--- src/logic/harvester_path_pkg.sv ---
package harvester_path_pkg;

  // register indices; byte address is four times the index
  localparam logic [7:0] PATH_CFG_IDX = 8'h18;
  localparam logic [7:0] THERM_CFG_IDX = 8'h19;
  localparam logic [7:0] CTRL_IDX = 8'h30;
  localparam logic [7:0] STATUS_IDX = 8'h31;

  // field positions in the path configuration register
  localparam int unsigned PATH_SEL_LSB = 6;
  localparam int unsigned RECHG_LSB = 4;
  localparam int unsigned THR_LSB = 0;

  // field positions in the thermal configuration register
  localparam int unsigned INHIBIT_BIT = 6;
  localparam int unsigned WARM_CUT_LSB = 4;
  localparam int unsigned ROOM_CUT_LSB = 2;
  localparam int unsigned COOL_CUT_LSB = 0;

  // field positions in the control register
  localparam int unsigned HARVEST_EN_BIT = 0;
  localparam int unsigned THM_SEL_LSB = 1;

  // values after reset
  localparam logic [7:0] PATH_CFG_RST = 8'h00;
  localparam logic [6:0] THERM_CFG_RST = 7'h00;
  localparam logic [2:0] CTRL_RST = 3'h0;

  // millivolt arithmetic of the thresholds
  localparam int unsigned MV_W = 13;
  localparam logic [12:0] REG_BASE_MV = 13'h0fd2;
  localparam logic [12:0] STEP_MV = 13'h0032;
  localparam logic [12:0] RECHG_BASE_MV = 13'h0046;
  localparam logic [3:0] REG_MAX_CODE = 4'hb;

  // input synchroniser depth
  localparam int unsigned SYNC_STAGES = 2;

  typedef enum logic [1:0] {
    PATH_DIRECT = 2'h0,
    PATH_AUTO = 2'h1,
    PATH_DIODE = 2'h2,
    PATH_RSVD = 2'h3
  } path_sel_t;

  typedef enum logic [1:0] {
    ZONE_NONE = 2'h0,
    ZONE_COOL = 2'h1,
    ZONE_ROOM = 2'h2,
    ZONE_WARM = 2'h3
  } zone_t;

endpackage

--- src/logic/harvester_threshold_calc.sv ---
`timescale 1ns/1ps
module harvester_threshold_calc #(
  parameter int MV_W = 13
) (
  input wire logic [3:0] i_reg_code,
  input wire logic [1:0] i_cut_code,
  input wire logic [1:0] i_rechg_code,
  output logic [MV_W-1:0] o_thr_mv,
  output logic [MV_W-1:0] o_return_mv
);

  // base plus n steps of 50 mV
  function automatic logic [MV_W-1:0] step_mv(input logic [MV_W-1:0] base, input logic [3:0] n);
    return MV_W'(base + MV_W'(n) * MV_W'(harvester_path_pkg::STEP_MV));
  endfunction

  logic [3:0] code;
  logic [MV_W-1:0] cut_mv;
  logic [MV_W-1:0] hyst_mv;

  // reserved threshold codes clamp to the top setting rather than wrap upward
  always_comb
  begin
    code = (i_reg_code > harvester_path_pkg::REG_MAX_CODE) ?
      harvester_path_pkg::REG_MAX_CODE : i_reg_code;
    cut_mv = step_mv('0, {2'h0, ~i_cut_code});
    hyst_mv = step_mv(MV_W'(harvester_path_pkg::RECHG_BASE_MV), {2'h0, i_rechg_code});
    o_thr_mv = MV_W'(step_mv(MV_W'(harvester_path_pkg::REG_BASE_MV), code) - cut_mv);
    o_return_mv = MV_W'(o_thr_mv - hyst_mv);
  end

endmodule

--- src/logic/harvester_path_control.sv ---
// Added by the designer: the AHB-Lite slave port.
`timescale 1ns/1ps
module harvester_path_control (
  input wire logic i_sys_clk,
  input wire logic i_sys_rst,
  input wire logic i_hsel,
  input wire logic [31:0] i_haddr,
  input wire logic [1:0] i_htrans,
  input wire logic i_hwrite,
  input wire logic [2:0] i_hsize,
  input wire logic [31:0] i_hwdata,
  input wire logic i_hready,
  output logic [31:0] o_hrdata,
  output logic o_hreadyout,
  output logic o_hresp,
  input wire logic [12:0] i_vbat_mv,
  input wire logic i_charger_input,
  input wire logic [1:0] i_zone,
  output logic o_path_ideal_diode,
  output logic o_charger_owns_path,
  output logic o_harvester_disable_output,
  output logic [12:0] o_threshold_mv
);

  localparam int SS = harvester_path_pkg::SYNC_STAGES;

  // decode a bus address into a register index; misaligned or high addresses miss
  function automatic logic [8:0] decode(input logic [31:0] addr);
    logic hit;
    hit = (addr[31:10] == 22'h000000) && (addr[1:0] == 2'h0);
    return {hit, addr[9:2]};
  endfunction

  // bus and register state
  logic wr_pend_q, wr_pend_d;
  logic [7:0] wr_idx_q, wr_idx_d;
  logic [7:0] path_cfg_q, path_cfg_d;
  logic [6:0] therm_cfg_q, therm_cfg_d;
  logic [2:0] ctrl_q, ctrl_d;
  logic [31:0] hrdata_q, hrdata_d;
  logic [8:0] dec;
  logic accept;

  // synchronised inputs
  logic [SS-1:0] chg_sync_q;
  logic [1:0] zone_sync_q [SS];
  logic [12:0] vbat_sync_q [SS];
  logic chg_s;
  harvester_path_pkg::zone_t zone_s;
  logic [12:0] vbat_s;

  // path state
  logic latch_q, latch_d;
  logic ideal_q, ideal_d;
  logic owns_q, owns_d;
  logic hdis_q, hdis_d;
  logic [12:0] thr_out_q;
  logic [12:0] thr_mv, ret_mv;

  // decoded configuration
  harvester_path_pkg::path_sel_t sel;
  logic [1:0] thm_sel;
  logic en, inhibit_bit, mon_on, zone_ok, inhibit_cond, force_diode;
  logic [1:0] cut_code;

  assign chg_s = chg_sync_q[SS-1];
  assign zone_s = harvester_path_pkg::zone_t'(zone_sync_q[SS-1]);
  assign vbat_s = vbat_sync_q[SS-1];
  assign sel = harvester_path_pkg::path_sel_t'(path_cfg_q[harvester_path_pkg::PATH_SEL_LSB +: 2]);
  assign thm_sel = ctrl_q[harvester_path_pkg::THM_SEL_LSB +: 2];
  assign en = ctrl_q[harvester_path_pkg::HARVEST_EN_BIT];
  assign inhibit_bit = therm_cfg_q[harvester_path_pkg::INHIBIT_BIT];

  // bus next state: zero-wait slave, read data captured in the address phase
  always_comb
  begin
    dec = decode(i_haddr);
    accept = i_hsel && i_htrans[1] && i_hready;
    wr_pend_d = accept && i_hwrite;
    wr_idx_d = accept ? dec[7:0] : wr_idx_q;
    path_cfg_d = path_cfg_q;
    therm_cfg_d = therm_cfg_q;
    ctrl_d = ctrl_q;
    hrdata_d = 32'h00000000;
    // write data arrives in the data phase, one cycle after the address
    if (wr_pend_q)
    begin
      unique case (wr_idx_q)
        harvester_path_pkg::PATH_CFG_IDX: path_cfg_d = i_hwdata[7:0];
        harvester_path_pkg::THERM_CFG_IDX: therm_cfg_d = i_hwdata[6:0];
        harvester_path_pkg::CTRL_IDX: ctrl_d = i_hwdata[2:0];
        default: ; // status is read-only, unmapped writes are dropped
      endcase
    end
    if (accept && !i_hwrite && dec[8])
    begin
      unique case (dec[7:0])
        harvester_path_pkg::PATH_CFG_IDX: hrdata_d = {24'h000000, path_cfg_q};
        harvester_path_pkg::THERM_CFG_IDX: hrdata_d = {25'h0000000, therm_cfg_q};
        harvester_path_pkg::CTRL_IDX: hrdata_d = {29'h00000000, ctrl_q};
        harvester_path_pkg::STATUS_IDX:
          hrdata_d = {28'h0000000, latch_q, owns_q, hdis_q, ideal_q};
        default: hrdata_d = 32'h00000000; // unmapped reads return zero
      endcase
    end
  end

  // an address miss clears the pending write flag so it cannot alias a register
  always_ff @(posedge i_sys_clk)
  begin
    if (i_sys_rst)
    begin
      wr_pend_q <= 1'b0;
      wr_idx_q <= 8'h00;
      path_cfg_q <= harvester_path_pkg::PATH_CFG_RST;
      therm_cfg_q <= harvester_path_pkg::THERM_CFG_RST;
      ctrl_q <= harvester_path_pkg::CTRL_RST;
      hrdata_q <= 32'h00000000;
    end
    else
    begin
      wr_pend_q <= wr_pend_d && dec[8];
      wr_idx_q <= wr_idx_d;
      path_cfg_q <= path_cfg_d;
      therm_cfg_q <= therm_cfg_d;
      ctrl_q <= ctrl_d;
      hrdata_q <= hrdata_d;
    end
  end

  // two-stage synchronisers; the ADC word is assumed to hold steady between updates
  always_ff @(posedge i_sys_clk)
  begin
    if (i_sys_rst)
    begin
      chg_sync_q <= '0;
      for (int i = 0; i < SS; i++)
      begin
        zone_sync_q[i] <= 2'h0;
        vbat_sync_q[i] <= 13'h0000;
      end
    end
    else
    begin
      chg_sync_q <= {chg_sync_q[SS-2:0], i_charger_input};
      zone_sync_q[0] <= i_zone;
      vbat_sync_q[0] <= i_vbat_mv;
      for (int i = 1; i < SS; i++)
      begin
        zone_sync_q[i] <= zone_sync_q[i-1];
        vbat_sync_q[i] <= vbat_sync_q[i-1];
      end
    end
  end

  harvester_threshold_calc #(
    .MV_W(13)
  ) u_calc (
    .i_reg_code(path_cfg_q[harvester_path_pkg::THR_LSB +: 4]),
    .i_cut_code(cut_code),
    .i_rechg_code(path_cfg_q[harvester_path_pkg::RECHG_LSB +: 2]),
    .o_thr_mv(thr_mv),
    .o_return_mv(ret_mv)
  );

  // zone decisions and transistor mode selection, in priority order
  always_comb
  begin
    mon_on = thm_sel != 2'h0;
    cut_code = 2'h3;
    if (mon_on)
    begin
      unique case (zone_s)
        harvester_path_pkg::ZONE_COOL:
          cut_code = therm_cfg_q[harvester_path_pkg::COOL_CUT_LSB +: 2];
        harvester_path_pkg::ZONE_ROOM:
          cut_code = therm_cfg_q[harvester_path_pkg::ROOM_CUT_LSB +: 2];
        harvester_path_pkg::ZONE_WARM:
          cut_code = therm_cfg_q[harvester_path_pkg::WARM_CUT_LSB +: 2];
        harvester_path_pkg::ZONE_NONE: cut_code = 2'h3;
      endcase
    end
    unique case (thm_sel)
      2'h1: zone_ok = (zone_s == harvester_path_pkg::ZONE_COOL) ||
                      (zone_s == harvester_path_pkg::ZONE_ROOM);
      2'h2: zone_ok = (zone_s == harvester_path_pkg::ZONE_ROOM) ||
                      (zone_s == harvester_path_pkg::ZONE_WARM);
      2'h3: zone_ok = zone_s != harvester_path_pkg::ZONE_NONE;
      2'h0: zone_ok = 1'b1;
    endcase
    inhibit_cond = !chg_s && en && mon_on && !zone_ok;
    force_diode = inhibit_cond && inhibit_bit;
    // hysteresis latch only lives in auto mode; leaving auto restarts it
    latch_d = 1'b0;
    if (sel == harvester_path_pkg::PATH_AUTO)
    begin
      if (vbat_s > thr_mv)
        latch_d = 1'b1;
      else if (vbat_s < ret_mv)
        latch_d = 1'b0;
      else
        latch_d = latch_q;
    end
    owns_d = chg_s;
    ideal_d = 1'b0;
    if (chg_s)
      ideal_d = 1'b0;
    else if (!en)
      ideal_d = 1'b0;
    else if (force_diode)
      ideal_d = 1'b1;
    else
    begin
      unique case (sel)
        harvester_path_pkg::PATH_DIRECT: ideal_d = 1'b0;
        harvester_path_pkg::PATH_AUTO: ideal_d = latch_d;
        harvester_path_pkg::PATH_DIODE: ideal_d = 1'b1;
        harvester_path_pkg::PATH_RSVD: ideal_d = 1'b0; // reserved acts as direct
      endcase
    end
    hdis_d = en && (chg_s || (inhibit_cond && !inhibit_bit));
  end

  always_ff @(posedge i_sys_clk)
  begin
    if (i_sys_rst)
    begin
      latch_q <= 1'b0;
      ideal_q <= 1'b0;
      owns_q <= 1'b0;
      hdis_q <= 1'b0;
      thr_out_q <= 13'h0000;
    end
    else
    begin
      latch_q <= latch_d;
      ideal_q <= ideal_d;
      owns_q <= owns_d;
      hdis_q <= hdis_d;
      thr_out_q <= thr_mv;
    end
  end

  // every output but hreadyout and hresp straight from a flip-flop; those two are constants, response is always OKAY
  assign o_hrdata = hrdata_q;
  assign o_hreadyout = 1'b1;
  assign o_hresp = 1'b0;
  assign o_path_ideal_diode = ideal_q;
  assign o_charger_owns_path = owns_q;
  assign o_harvester_disable_output = hdis_q;
  assign o_threshold_mv = thr_out_q;

  logic run;
  assign run = en && !chg_s && !force_diode;
endmodule

--- config.mk ---
export PLATFORM = sky130hd
export DESIGN_NAME = harvester_path_control
export DESIGN_NICKNAME = d
export VERILOG_FILES = /design/src/logic/harvester_path_pkg.sv /design/src/logic/harvester_threshold_calc.sv /design/src/logic/harvester_path_control.sv
export SDC_FILE = /design/constraint.sdc
export NUM_CORES = 1
export LEC_CHECK = 0
export BUFFER_PORTS_ARGS = -buffer_cell sky130_fd_sc_hd__buf_2
export CAP_MARGIN = 20
export CORE_MARGIN = 2
export CORE_UTILIZATION = 52
export CTS_CLUSTER_DIAMETER = 120
export DETAILED_ROUTE_END_ITERATION = 10
export PLACE_DENSITY_LB_ADDON = 0.2
export SYNTH_ARGS = -nofsm -noshare
export SYNTH_HDL_FRONTEND = slang
export SYNTH_SLANG_ARGS = --single-unit
--- constraint.sdc ---
create_clock -name i_sys_clk -period 7.6 [get_ports i_sys_clk]
set_clock_uncertainty 0.15 [all_clocks]
set_input_delay 0.38 -clock i_sys_clk [delete_from_list [all_inputs] [get_ports i_sys_clk]]
set_output_delay 0.38 -clock i_sys_clk [all_outputs]
set_load 0.03 [all_outputs]
Word-level counts from Yosys, hierarchy flattened
Memories as Yosys holds them, arrays and structs flattened. Cells that the tools add are included.

RAM bits: 30. Logic and storage cells: 97. Memories: 2. Bits of input ports: 90. Register bits: 78. Output and inout bits: 50.

Magnitude comparators: 3. Multipliers: 3. Equal/unequal tests: 16. Multiplexer cells: 17. Reduce and logical (&&, ||, !) cells: 33. Add/subtract/negate cells: 4. Bitwise operators: 7.

Memory list: vbat_sync_q (words 2, width 13, rd ports 2, clocked after Yosys merged registers in 0, wr ports 2, RTL line harvester_path_control.sv:47) `logic [12:0] vbat_sync_q [SS];`; zone_sync_q (words 2, width 2, rd ports 2, clocked after Yosys merged registers in 0, wr ports 2, RTL line harvester_path_control.sv:46) `logic [1:0] zone_sync_q [SS];`.

Operators with widths (count): $eq A8 B5 Y1 const B (4); $pmux W8 S4 (1); $mux W13 (2); $eq A8 B6 Y1 const B (3); $logic_not A22 Y1 (1); $mul A2 B5 Y7 const B (2); $add A12 B10 Y13 const A (1); $gt A13 B13 Y1 (1); $logic_and A1 B1 Y1 (13); $lt A13 B13 Y1 (1); $sub A13 B13 Y13 (1); $sub A13 B8 Y13 (1); $eq A2 B2 Y1 const B (6); $add A7 B8 Y9 const A (1); $mul A4 B5 Y9 const B (1); $logic_not A2 Y1 (4); $pmux W2 S4 (1); $mux W1 (7); $eq A2 B1 Y1 const B (3); $mux W2 (3); $reduce_and A2 Y1 (3); $gt A4 B4 Y1 const B (1); $logic_not A1 Y1 (4); $mux W4 (1); other kinds (9) (17).

Logic depth before layout (Yosys ltp)
Gate-level depths: netlist of run 1. An unclocked memory read counts as a cell.

Depth after elaboration: 14. Mapped depth: 29. Depth with buffers taken out: 29.

Hierarchy
Synthesis of run 1 repeated with hierarchy kept, for this count alone.

Cells, all modules: 560. Area, all modules: 4908.5 µm².

Modules (own cells, without submodules): harvester_path_control (area each 3711.1 µm², times used 1, cells an instance 400, sequential area each 1681.6 µm²); harvester_threshold_calc (area each 1197.4 µm², times used 1, cells an instance 160, sequential area each 0.0 µm²).

Worst setup path before layout of run 1
OpenSTA, ideal clock, no wires.

Path type: flip-flop to flip-flop. Start: register path_cfg_q[3]. End: register ideal_q (netlist: o_path_ideal_diode). Clock period less this slack: 5.668 ns. Path buffers: 1. Setup slack: 1.932 ns. Library setup time: 0.122 ns. Required time: 7.328 ns. Cell stages (with the launch flop): 26. Data arrival time: 5.396 ns. Cells stage by stage: dfxtp_1 -> clkbuf_1 -> a21o_1 -> ha_1 -> ha_1 -> inv_1 -> fa_1 -> ha_1 -> inv_1 -> ha_1 -> and3_4 -> a2111oi_4 -> xnor2_2 -> ha_1 -> a21oi_1 -> nand2_1 -> a311oi_1 -> xnor2_1 -> ha_1 -> a211o_1 -> a2111oi_0 -> o221ai_1 -> o2111ai_1 -> nand3_1 -> nand2_1 -> o21ai_0.

Word-level cells in the longest chain between the ends: 12.

Ends and longest elaborated chain: start, declared (RTL line harvester_path_control.sv:37) `logic [7:0] path_cfg_q, path_cfg_d;`; start signal, assigned (RTL line harvester_path_control.sv:115) `path_cfg_q <= harvester_path_pkg::PATH_CFG_RST;`; start signal, assigned (RTL line harvester_path_control.sv:124) `path_cfg_q <= path_cfg_d;`; $gt A4 B4 Y1 (RTL line harvester_threshold_calc.sv:24) `code = (i_reg_code > harvester_path_pkg::REG_MAX_CODE) ?`; $mux W4 (*) (RTL line harvester_threshold_calc.sv:24); $mul A4 B5 Y9 (*) (RTL line harvester_threshold_calc.sv:14) `return MV_W'(base + MV_W'(n) * MV_W'(harvester_path_pkg::STEP_MV));`; $add A12 B10 Y13 (*) (RTL line harvester_threshold_calc.sv:14); $sub A13 B8 Y13 (*) (RTL line harvester_threshold_calc.sv:28) `o_thr_mv = MV_W'(step_mv(MV_W'(harvester_path_pkg::REG_BASE_MV), code) - cut_mv);`; via thr_mv[7] (RTL line harvester_path_control.sv:58) `logic [12:0] thr_mv, ret_mv;`; $sub A13 B13 Y13 (RTL line harvester_threshold_calc.sv:29) `o_return_mv = MV_W'(o_thr_mv - hyst_mv);`; $lt A13 B13 Y1 (RTL line harvester_path_control.sv:199) `else if (vbat_s < ret_mv)`; $mux W1 (RTL line harvester_path_control.sv:199); $mux W1 (*) (RTL line harvester_path_control.sv:197) `if (vbat_s > thr_mv)`; $mux W1 (*) (RTL line harvester_path_control.sv:195) `if (sel == harvester_path_pkg::PATH_AUTO)`; $pmux W1 S3 (*) (RTL line harvester_path_control.sv:214) `unique case (sel)`; $mux W1 (*) (RTL line harvester_path_control.sv:210) `else if (force_diode)`; end signal, assigned (RTL line harvester_path_control.sv:237) `ideal_q <= ideal_d;`; end, declared (RTL line harvester_path_control.sv:54) `logic ideal_q, ideal_d;`.

Mark *: on every way through the listed nets, which the timed path passes. The rest lies on a longest branch. A chain may end at the register's enable or synchronous reset.

Worst setup path after layout of run 1
Ends and elaborated chain as after synthesis.

==> load_flow_metrics.sql, run 1 <==
INSERT INTO impl_metrics (metric_group, metric, value, unit) VALUES
('run_status', 'status', 'complete, no violations', ''),
('cts', 'cts.repair_timing.setup_buffer_count', '0', ''),
('logic_synthesis', 'synth_enable_flop_cells', '0', ''),
('critical_path', 'path_class', 'flip-flop to flip-flop', ''),
('routing', 'drtPass1Iterations', '4', ''),
('critical_path', 'cp_slowest_cell', 'dfxtp_1', ''),
('routing', 'dr.first_iter.drc_count', '124', ''),
('layout', 'area.sequential', '1662', 'µm²'),
('floorplan', 'floorplan.initialDensity', '53.99', '%'),
('cts', 'clock_transition_at_the_registers_of_the_reported_paths', '0.08', 'ns'),
('placement', 'routabilityCongestion', '0.8419', ''),
('run', 'max-cap-violations', '0', ''),
('routing', 'wire_per_inst', '13.67', 'µm'),
('critical_path', 'cp_cell_sequence', 'a21o_1 -> ha_1 -> ha_1 -> inv_1 -> fa_1 -> ha_1 -> inv_1 -> ha_1 -> and3_4 -> a2111oi_4 -> xnor2_2 -> ha_1 -> a21oi_1 -> nand2_1 -> a311oi_1 -> xnor2_1 -> ha_1 -> a211o_1 -> a2111oi_0 -> o221ai_1 -> o2111ai_1 -> nand3_1 -> nand2_1 -> o21ai_0', ''),
('sta', 'timing.final.setup_violations', '0', ''),
('layout', 'design.final.nets', '762', ''),
('cts', 'cts-resized-gates', '0', ''),
('cts', 'clk-insertion-delay-late', '0.35', 'ns'),
('worst_hold_path', 'worstHoldPathType', 'primary input to flip-flop', ''),
('floorplan', 'ports', '140', ''),
('global_route', 'grt_remaining_overflow', '0', ''),
('layout', 'drive_gt1_share', '18.40', '%'),
('sta', 'worst_slew_margin_rel', '31.95', '%'),
('critical_path', 'critPathRequiredTime', '7.68', 'ns'),
('sta', 'worst_slew_pin_slew', '1.007', 'ns'),
('logic_synthesis', 'netlist_instances', '530', ''),
('critical_path', 'worst_r2r_endpoint', 'o_path_ideal_diode', ''),
('sta', 'setup_repair_after_global_routing_missed_its_margin', 'no', ''),
('worst_hold_path', 'hold_start', 'i_vbat_mv[0]', ''),
('power', 'vdd_drop_max', '0.07812', 'mV'),
('critical_path', 'crit_path_max_delay_family', 'compound AO/OA/AOI/OAI gates', ''),
('logic_synthesis', 'seq_area_frac_synth', '34.95', '%'),
('sta', 'final_cycle_utilization_of_the_critical_path', '83.69', '%'),
('routing', 'detail_route.vias_per_cell', '5.195', ''),
('cts', 'clock_sinks', '83', ''),
('cts', 'cts_made_buffers', '9', ''),
('floorplan', 'die_area', '9924', 'µm²'),
('critical_path', 'cp_data_arrival_time', '6.44', 'ns'),
('placement', 'portbufs', '84', ''),
('layout', 'number_of_inserted_diodes', '0', ''),
('global_route', 'grt_pass1_vias', '3595', ''),
('critical_path', 'worstRegToRegCells', '24', ''),
('critical_path', 'ff2ff_setup_slack', '1.24', 'ns'),
('sta', 'fmaxAchievable', '157.2', 'MHz'),
('critical_path', 'cp_common_cell', 'ha_1', ''),
('critical_path', 'endpoint_kind', 'flip-flop', ''),
('logic_synthesis', 'mappedNetlistArea', '4755', 'µm²'),
('power', 'total_power_per_unit_cell_area', '156.3', 'nW/µm²'),
('power', 'cellLeakagePower', '2.493', 'nW'),
('worst_hold_path', 'worst_hold_path.endpoint', 'vbat_sync_q[0][0]', ''),
('placement', 'post-place-ws', '1.218', 'ns'),
('layout', 'area.growth.synth_to_final', '12.79', '%'),
('critical_path', 'crit-reg2reg-launch', 'path_cfg_q[3]', ''),
('global_route', 'groute.usage.overall', '20.71', '%'),
('routing', 'wirelength', '9.870', 'mm'),
('floorplan', 'die-height', '99.62', 'µm'),
('floorplan', 'floorplan.core_area', '8806', 'µm²'),
('sta', 'final_hold_viol_count', '0', ''),
('routing', 'drt_drc_violations_left', '0', ''),
('logic_synthesis', 'synth_async_sr_flop_share', '0', '%'),
('sta', 'sum_of_negative_setup_slack', '0', 'ns'),
('sta', 'final_critical_path_setup_slack', '1.240', 'ns'),
('logic_synthesis', 'synth-main-ff-cell', 'dfxtp_1', ''),
('sta', 'report.final.slew_viol_count', '0', ''),
('placement', 'placed_cells', '708', ''),
('logic_synthesis', 'synth_seq_cells', '83', ''),
('floorplan', 'placementRows', '34', ''),
('floorplan', 'die_x', '99.62', 'µm'),
('placement', 'dp_hpwl', '7.735', 'mm'),
('sta', 'final.min_clock_period', '6.360', 'ns'),
('cts', 'hold_buffers', '0', '');
## flip-flops by register name, indices dropped and copies added (netlist names)
register                    flops
vbat_sync_q                    26
o_threshold_mv                 12
o_hrdata                        8
path_cfg_q                      8
wr_idx_q                        8
therm_cfg_q                     7
zone_sync_q                     4
ctrl_q                          3
chg_sync_q                      2
latch_q                         1
o_charger_owns_path             1
o_harvester_disable_output      1
o_path_ideal_diode              1
wr_pend_q                       1
## synth_stat cells, drive strengths merged, types with 4 or more instances
master   n  share of area, %
o21ai   10               1.1
ha      58                15
mux2i   20               4.2
a21oi   26               2.7
o21a     4              0.63
xor2     4              0.74
a22oi    6              0.95
or2      4              0.53
a21o     9               1.4
clkbuf  13               1.0
nand2   38               3.0
nor2b   36               4.7
nor3     8              0.84
nor4     9               1.2
dfxtp   83                35
nand3    8              0.84
nor2    49               3.9
xnor2   19               3.7
buf     29               4.4
inv     40               3.2
nand2b   7              0.92
## worst register-to-register path, delay by kind of cell (launching register included)
family / cells / cell delay, ns
compound gates: 9 / 2.36
xor+xnor: 2 / 0.41
fa+ha+maj: 7 / 2.15
buf+inv: 2 / 0.11
flops: 1 / 0.54
simple gates: 4 / 0.52
## metrics by stage
step | instance area [µm²] | power (mW) | hold WS, ns | utilization (%)
floorplan | 4848 | 0.5179 | 0.2638 | -
global placement | 5174 | 0.5314 | 0.2716 | 58.75
detailed placement | 5174 | 0.5335 | 0.2712 | 58.75
CTS | 5363 | 0.8465 | 0.07901 | 60.90
global route | 5363 | 0.8725 | 0.07414 | 60.90
finish | 5363 | 0.8383 | 0.09247 | 60.90
## cells in the final DEF, fill, tap and decap left out, types with 3 or more instances in the layout
master    synthesis  layout
o221ai_1          3       3
nor2_1           49      49
o31a_1            3       3
buf_2             0      84
nor3_1            8       8
nand3_1           8       8
dfxtp_1          83      83
buf_4            27       3
or2_2             4       4
nand2b_1          7       7
clkbuf_8          0      10
nand2_1          38      38
conb_1            2      27
a21boi_0          3       3
nor2b_1          36      36
a21oi_1          26      26
nor4_1            9       9
mux2i_1          20      20
xnor2_1          18      18
a22oi_1           6       6
ha_1             58      58
xor2_1            4       4
o21ai_0           9       9
fa_1              3       3
o21bai_1          3       3
a21o_1            9       9
nand4_1           3       3
o21a_1            4       4
inv_1            40      40
## report_power, final
| group | switching (mW) | internal, mW |
|---|---|---|
| clock network | 0.157 | 0.158 |
| logic | 0.0463 | 0.0253 |
| registers | 0.00565 | 0.446 |
| total | 0.209 | 0.629 |
## routing by layer
layer	up-vias	GRT usage, %	share of wire [%]
met1	1696	27.55	46
met4	0	6.112	1.1
met2	129	34.56	47
li1	1915	-	-
met3	11	3.584	6.3
met5	-	0	0
## cell type report
cell class | count | share of cell area (%)
Clock buffer | 10 | 2.566
Clock inverter | 4 | 0.9566
Inverter | 40 | 2.800
Multi-Input combinational cell | 390 | 51.91
Sequential cell | 83 | 30.98
Tap cell | 108 | 2.520
Timing Repair Buffer | 87 | 8.259
## logic make-up after synthesis
kind of cell,Yosys count,synth area share [%]
buffers and inverters,82,8.605
xor gates and xnor gates,23,4.395
muxes,21,4.447
and+or+nand+nor,173,18.16
DFF,83,34.95
AOI/OAI and AO/OA,85,12.76
other,2,0.1580
adders and majority gates,61,16.53
## how the worst max path moves through the flow
stage                     slack [ns]            endpoint  depth (start not counted)
after floorplan                 1.93  o_path_ideal_diode                         25
after global placement          1.26  o_path_ideal_diode                         24
after detailed placement        1.22  o_path_ideal_diode                         24
after CTS                       1.20  o_path_ideal_diode                         24
after global routing            0.92  o_path_ideal_diode                         24
final                           1.24  o_path_ideal_diode                         24
Note: power is estimated with default switching activity, not from simulation.
==> run 2: changes to the inputs <==
--- a/config.mk
+++ b/config.mk
@@ -5,10 +5,11 @@
 export SDC_FILE = /design/constraint.sdc
 export NUM_CORES = 1
 export LEC_CHECK = 0
+export ABC_AREA = 1
 export BUFFER_PORTS_ARGS = -buffer_cell sky130_fd_sc_hd__buf_2
 export CAP_MARGIN = 20
 export CORE_MARGIN = 2
-export CORE_UTILIZATION = 52
+export CORE_UTILIZATION = 48
 export CTS_CLUSTER_DIAMETER = 120
 export DETAILED_ROUTE_END_ITERATION = 10
 export PLACE_DENSITY_LB_ADDON = 0.2
==> constraint.sdc (replaced) <==
create_clock -name i_sys_clk -period 5.7 [get_ports i_sys_clk]
set_clock_uncertainty 0.15 [all_clocks]
set_input_delay 0.285 -clock i_sys_clk [delete_from_list [all_inputs] [get_ports i_sys_clk]]
set_output_delay 0.285 -clock i_sys_clk [all_outputs]
set_load 0.03 [all_outputs]
==> run 2 against run 1 <==
  * Combinational power increased by 52%
  * Via count increased by 15%
  * Die area increased by 13%
  * Fmax increased by 20%
  * Final area increased by 9.4%
  * Sequential power increased by 34%
  * Core utilization decreased by 3.3 points
  * Flip-flop and latch count unchanged
  * Setup slack got worse by 0.85 ns
==> load_flow_metrics.sql, run 2 <==
INSERT INTO impl_metrics (metric_group, metric, value, unit) VALUES
('logic_synthesis', 'yosys.cell_count.top_type', 'inv_1', ''),
('floorplan', 'floorplan.initialDensity', '48.94', '%'),
('layout', 'design.final.nets', '920', ''),
('routing', 'drtAntennaViolNets', '0', ''),
('logic_synthesis', 'syn-mean-instance-area', '7.473', 'µm²'),
('critical_path', 'path_class', 'flip-flop to flip-flop', ''),
('routing', 'length_of_routed_met2_wiring', '4.933', 'mm'),
('sta', 'worst_slew_pin_slew', '1.049', 'ns'),
('routing', 'drt_drc_violations_left', '0', ''),
('critical_path', 'top_fanout_value_on_the_critical_path', '6', ''),
('layout', 'area.growth.synth_to_final', '17.65', '%'),
('floorplan', 'ports', '140', ''),
('worst_hold_path', 'worstHoldPathType', 'primary input to flip-flop', ''),
('logic_synthesis', 'seq_area_frac_synth', '33.33', '%'),
('critical_path', 'cp_data_arrival_time', '5.46', 'ns'),
('layout', 'layout_commonest_cell', 'inv_1', ''),
('routing', 'routed-wl-met3', '520', 'µm'),
('logic_synthesis', 'synth.area.top_cells', 'dfxtp_1, ha_1, inv_1, nand2_1, nor2_1', ''),
('logic_synthesis', 'mappedNetlistArea', '4985', 'µm²'),
('layout', 'number_of_inserted_diodes', '0', ''),
('global_route', 'antenna_found_initial', '0', ''),
('routing', 'wire_per_inst', '11.52', 'µm'),
('layout', 'most_frequent_cells_in_the_layout', 'inv_1, nand2_1, buf_2', ''),
('routing', 'top_layer', 'met4', ''),
('floorplan', 'floorplan.core_area', '10180', 'µm²'),
('cts', 'cts.path.max_buffers', '2', ''),
('routing', 'dr.first_iter.drc_count', '174', ''),
('cts', 'clock_sinks', '83', ''),
('power', 'cellLeakagePower', '2.905', 'nW'),
('routing', 'routed-via-count', '4313', ''),
('power', 'share_comb_of_total_power', '9.8', '%'),
('global_route', 'grt_first_pass_wirelength', '17.75', 'mm'),
('floorplan', 'die_area', '11220', 'µm²'),
('sta', 'worst_slew_margin_rel', '29.55', '%'),
('global_route', 'grt_remaining_overflow', '0', ''),
('routing', 'wl_met1', '4.817', 'mm'),
('floorplan', 'placementRows', '37', ''),
('cts', 'ctsRootBufferMaster', 'clkbuf_8', ''),
('logic_synthesis', 'netlist_instances', '667', ''),
('routing', 'detail_route.vias_per_cell', '4.740', ''),
('logic_synthesis', 'synth_top_area_share', '33.33', '%'),
('logic_synthesis', 'yosysWarningCount', '0', ''),
('critical_path', 'cp_slowest_stage_delay', '0.42', 'ns'),
('cts', 'clk-insertion-delay-late', '0.37', 'ns'),
('placement', 'dp_hpwl', '8.099', 'mm'),
('cts', 'clock_transition_at_the_registers_of_the_reported_paths', '0.08', 'ns'),
('logic_synthesis', 'synth_async_sr_flop_share', '0', '%'),
('layout', 'final.fill_count', '967', ''),
('global_route', 'pin_count_of_the_biggest_net_entering_global_routing', '57', ''),
('power', 'p_seq_share', '54.3', '%'),
('critical_path', 'endpoint_kind', 'flip-flop', ''),
('cts', 'cts_made_buffers', '9', ''),
('sta', 'final_hold_viol_count', '0', ''),
('global_route', 'grt_pass1_vias', '4054', ''),
('sta', 'timing.final.setup_violations', '0', ''),
('layout', 'drive_gt1_share', '18.22', '%'),
('power', 'power_frac_clock', '35.9', '%'),
('critical_path', 'crit_path_start_kind', 'flip-flop', ''),
('sta', 'final.min_clock_period', '5.306', 'ns'),
('power', 'totalPowerFinal', '1.114', 'mW'),
('logic_synthesis', 'synth_enable_flop_cells', '0', ''),
('logic_synthesis', 'synth-main-ff-cell', 'dfxtp_1', ''),
('routing', 'drtPass1Iterations', '4', ''),
('critical_path', 'critPathRequiredTime', '5.86', 'ns'),
('sta', 'final_cycle_utilization_of_the_critical_path', '93.09', '%'),
('layout', 'largest_register_ff_count', '26', ''),
('run', 'max-cap-violations', '0', ''),
('run_status', 'status', 'complete, no violations', ''),
('cts', 'clock_tree.htree_level_count', '3', ''),
('sta', 'fmaxAchievable', '188.5', 'MHz'),
('logic_synthesis', 'synth_seq_cells', '83', ''),
('power', 'total_switching_power', '294.7', 'µW'),
('power', 'sw_share', '26.47', '%'),
('layout', 'largest_register', 'vbat_sync_q', ''),
('sta', 'report.final.slew_viol_count', '0', ''),
('global_route', 'groute.usage.overall', '19.84', '%'),
('power', 'total_power_per_unit_cell_area', '189.9', 'nW/µm²'),
('critical_path', 'cp_slowest_cell', 'fa_1', ''),
('logic_synthesis', 'synthDistinctLibCells', '49', ''),
('power', 'vdd_drop_max', '0.1197', 'mV'),
('placement', 'portbufs', '84', ''),
('power', 'p_int', '818.9', 'µW'),
('logic_synthesis', 'yosys-top-cells-count', 'inv_1, nand2_1, dfxtp_1, nor2_1, ha_1', ''),
('routing', 'wirelength', '10.48', 'mm'),
('placement', 'routabilityCongestion', '0.8582', ''),
('sta', 'sum_of_negative_setup_slack', '0', 'ns'),
('logic_synthesis', 'synth_top_area_cell', 'dfxtp_1', ''),
('floorplan', 'die_x', '105.9', 'µm'),
('cts', 'tritoncts', 'built', ''),
('floorplan', 'die-height', '105.9', 'µm');
run 2: worst max-delay path, delay by kind of cell (launching register included):
family / cells / cell delay, ns
fa+ha+maj: 7 / 2.16
simple gates: 10 / 1.38
compound gates: 6 / 0.92
flops: 1 / 0.37
buf+inv: 4 / 0.27
run 2: final timing paths:
path,start,end,slack [ns],cells past startpoint
worst max-delay path,path_cfg_q[3],o_path_ideal_diode,0.39,27
worst min-delay path,i_hwdata[7],path_cfg_q[7],0.05,3
worst max register to register,path_cfg_q[3],o_path_ideal_diode,0.39,27
worst min register to register,zone_sync_q[0][1],zone_sync_q[0][3],0.25,2
run 2: cell type report:
type                            count  area [µm²]  area share [%]
Clock buffer                       13       158.9           2.710
Clock inverter                      3       21.27          0.3627
Inverter                          126       473.0           8.065
Multi-Input combinational cell    443        2749           46.87
Sequential cell                    83        1664           28.38
Tap cell                          136       170.2           2.902
Timing Repair Buffer              106       628.1           10.71
run 2: metal layers:
metal | vias up | GRT usage, %
met4 | 0 | 8.083
met2 | 124 | 32.95
met1 | 1898 | 25.25
met3 | 17 | 3.985
li1 | 2274 | -
met5 | - | 0
run 2: kinds of logic after synthesis:
kind of cell	after synthesis	synth area share (%)
AND/OR/NAND/NOR	253	23.57
buffers and inverters	166	14.53
AO/OA/AOI/OAI	89	10.37
flip-flops	83	33.33
adder cells (fa/ha/maj)	61	15.76
XOR/XNOR	13	2.284
other	2	0.1507
run 2: stage by stage:
stage	setup WS, ns	hold slack, ns	cell area [µm²]	util, %	std cells
global route	-0.02561	0.08514	5864	57.58	910
floorplan	0.7249	0.2383	5079	-	692
finish	0.3941	0.05396	5864	57.58	910
CTS	0.09672	0.03840	5798	56.93	909
detailed placement	0.1323	0.2416	5448	53.49	876
global placement	0.3283	0.2410	5448	53.49	876
run 2: what timing repair did:
item	in CTS	in global routing
buffers inserted	0	1
endpoints found under the hold margin	17	0
setup endpoints to repair	0	2
gates resized for setup	0	17
hold buffers	17	0
run 2: power by group through the flow:
| stage | clock (mW) | sequential [mW] | combinational (mW) |
|---|---|---|---|
| after global routing | 0.434 | 0.606 | 0.123 |
| after global placement | 0 | 0.617 | 0.0983 |
| after CTS | 0.411 | 0.604 | 0.109 |
| after detailed placement | 0 | 0.618 | 0.100 |
| final | 0.400 | 0.604 | 0.109 |
| after floorplan | 0 | 0.622 | 0.0755 |
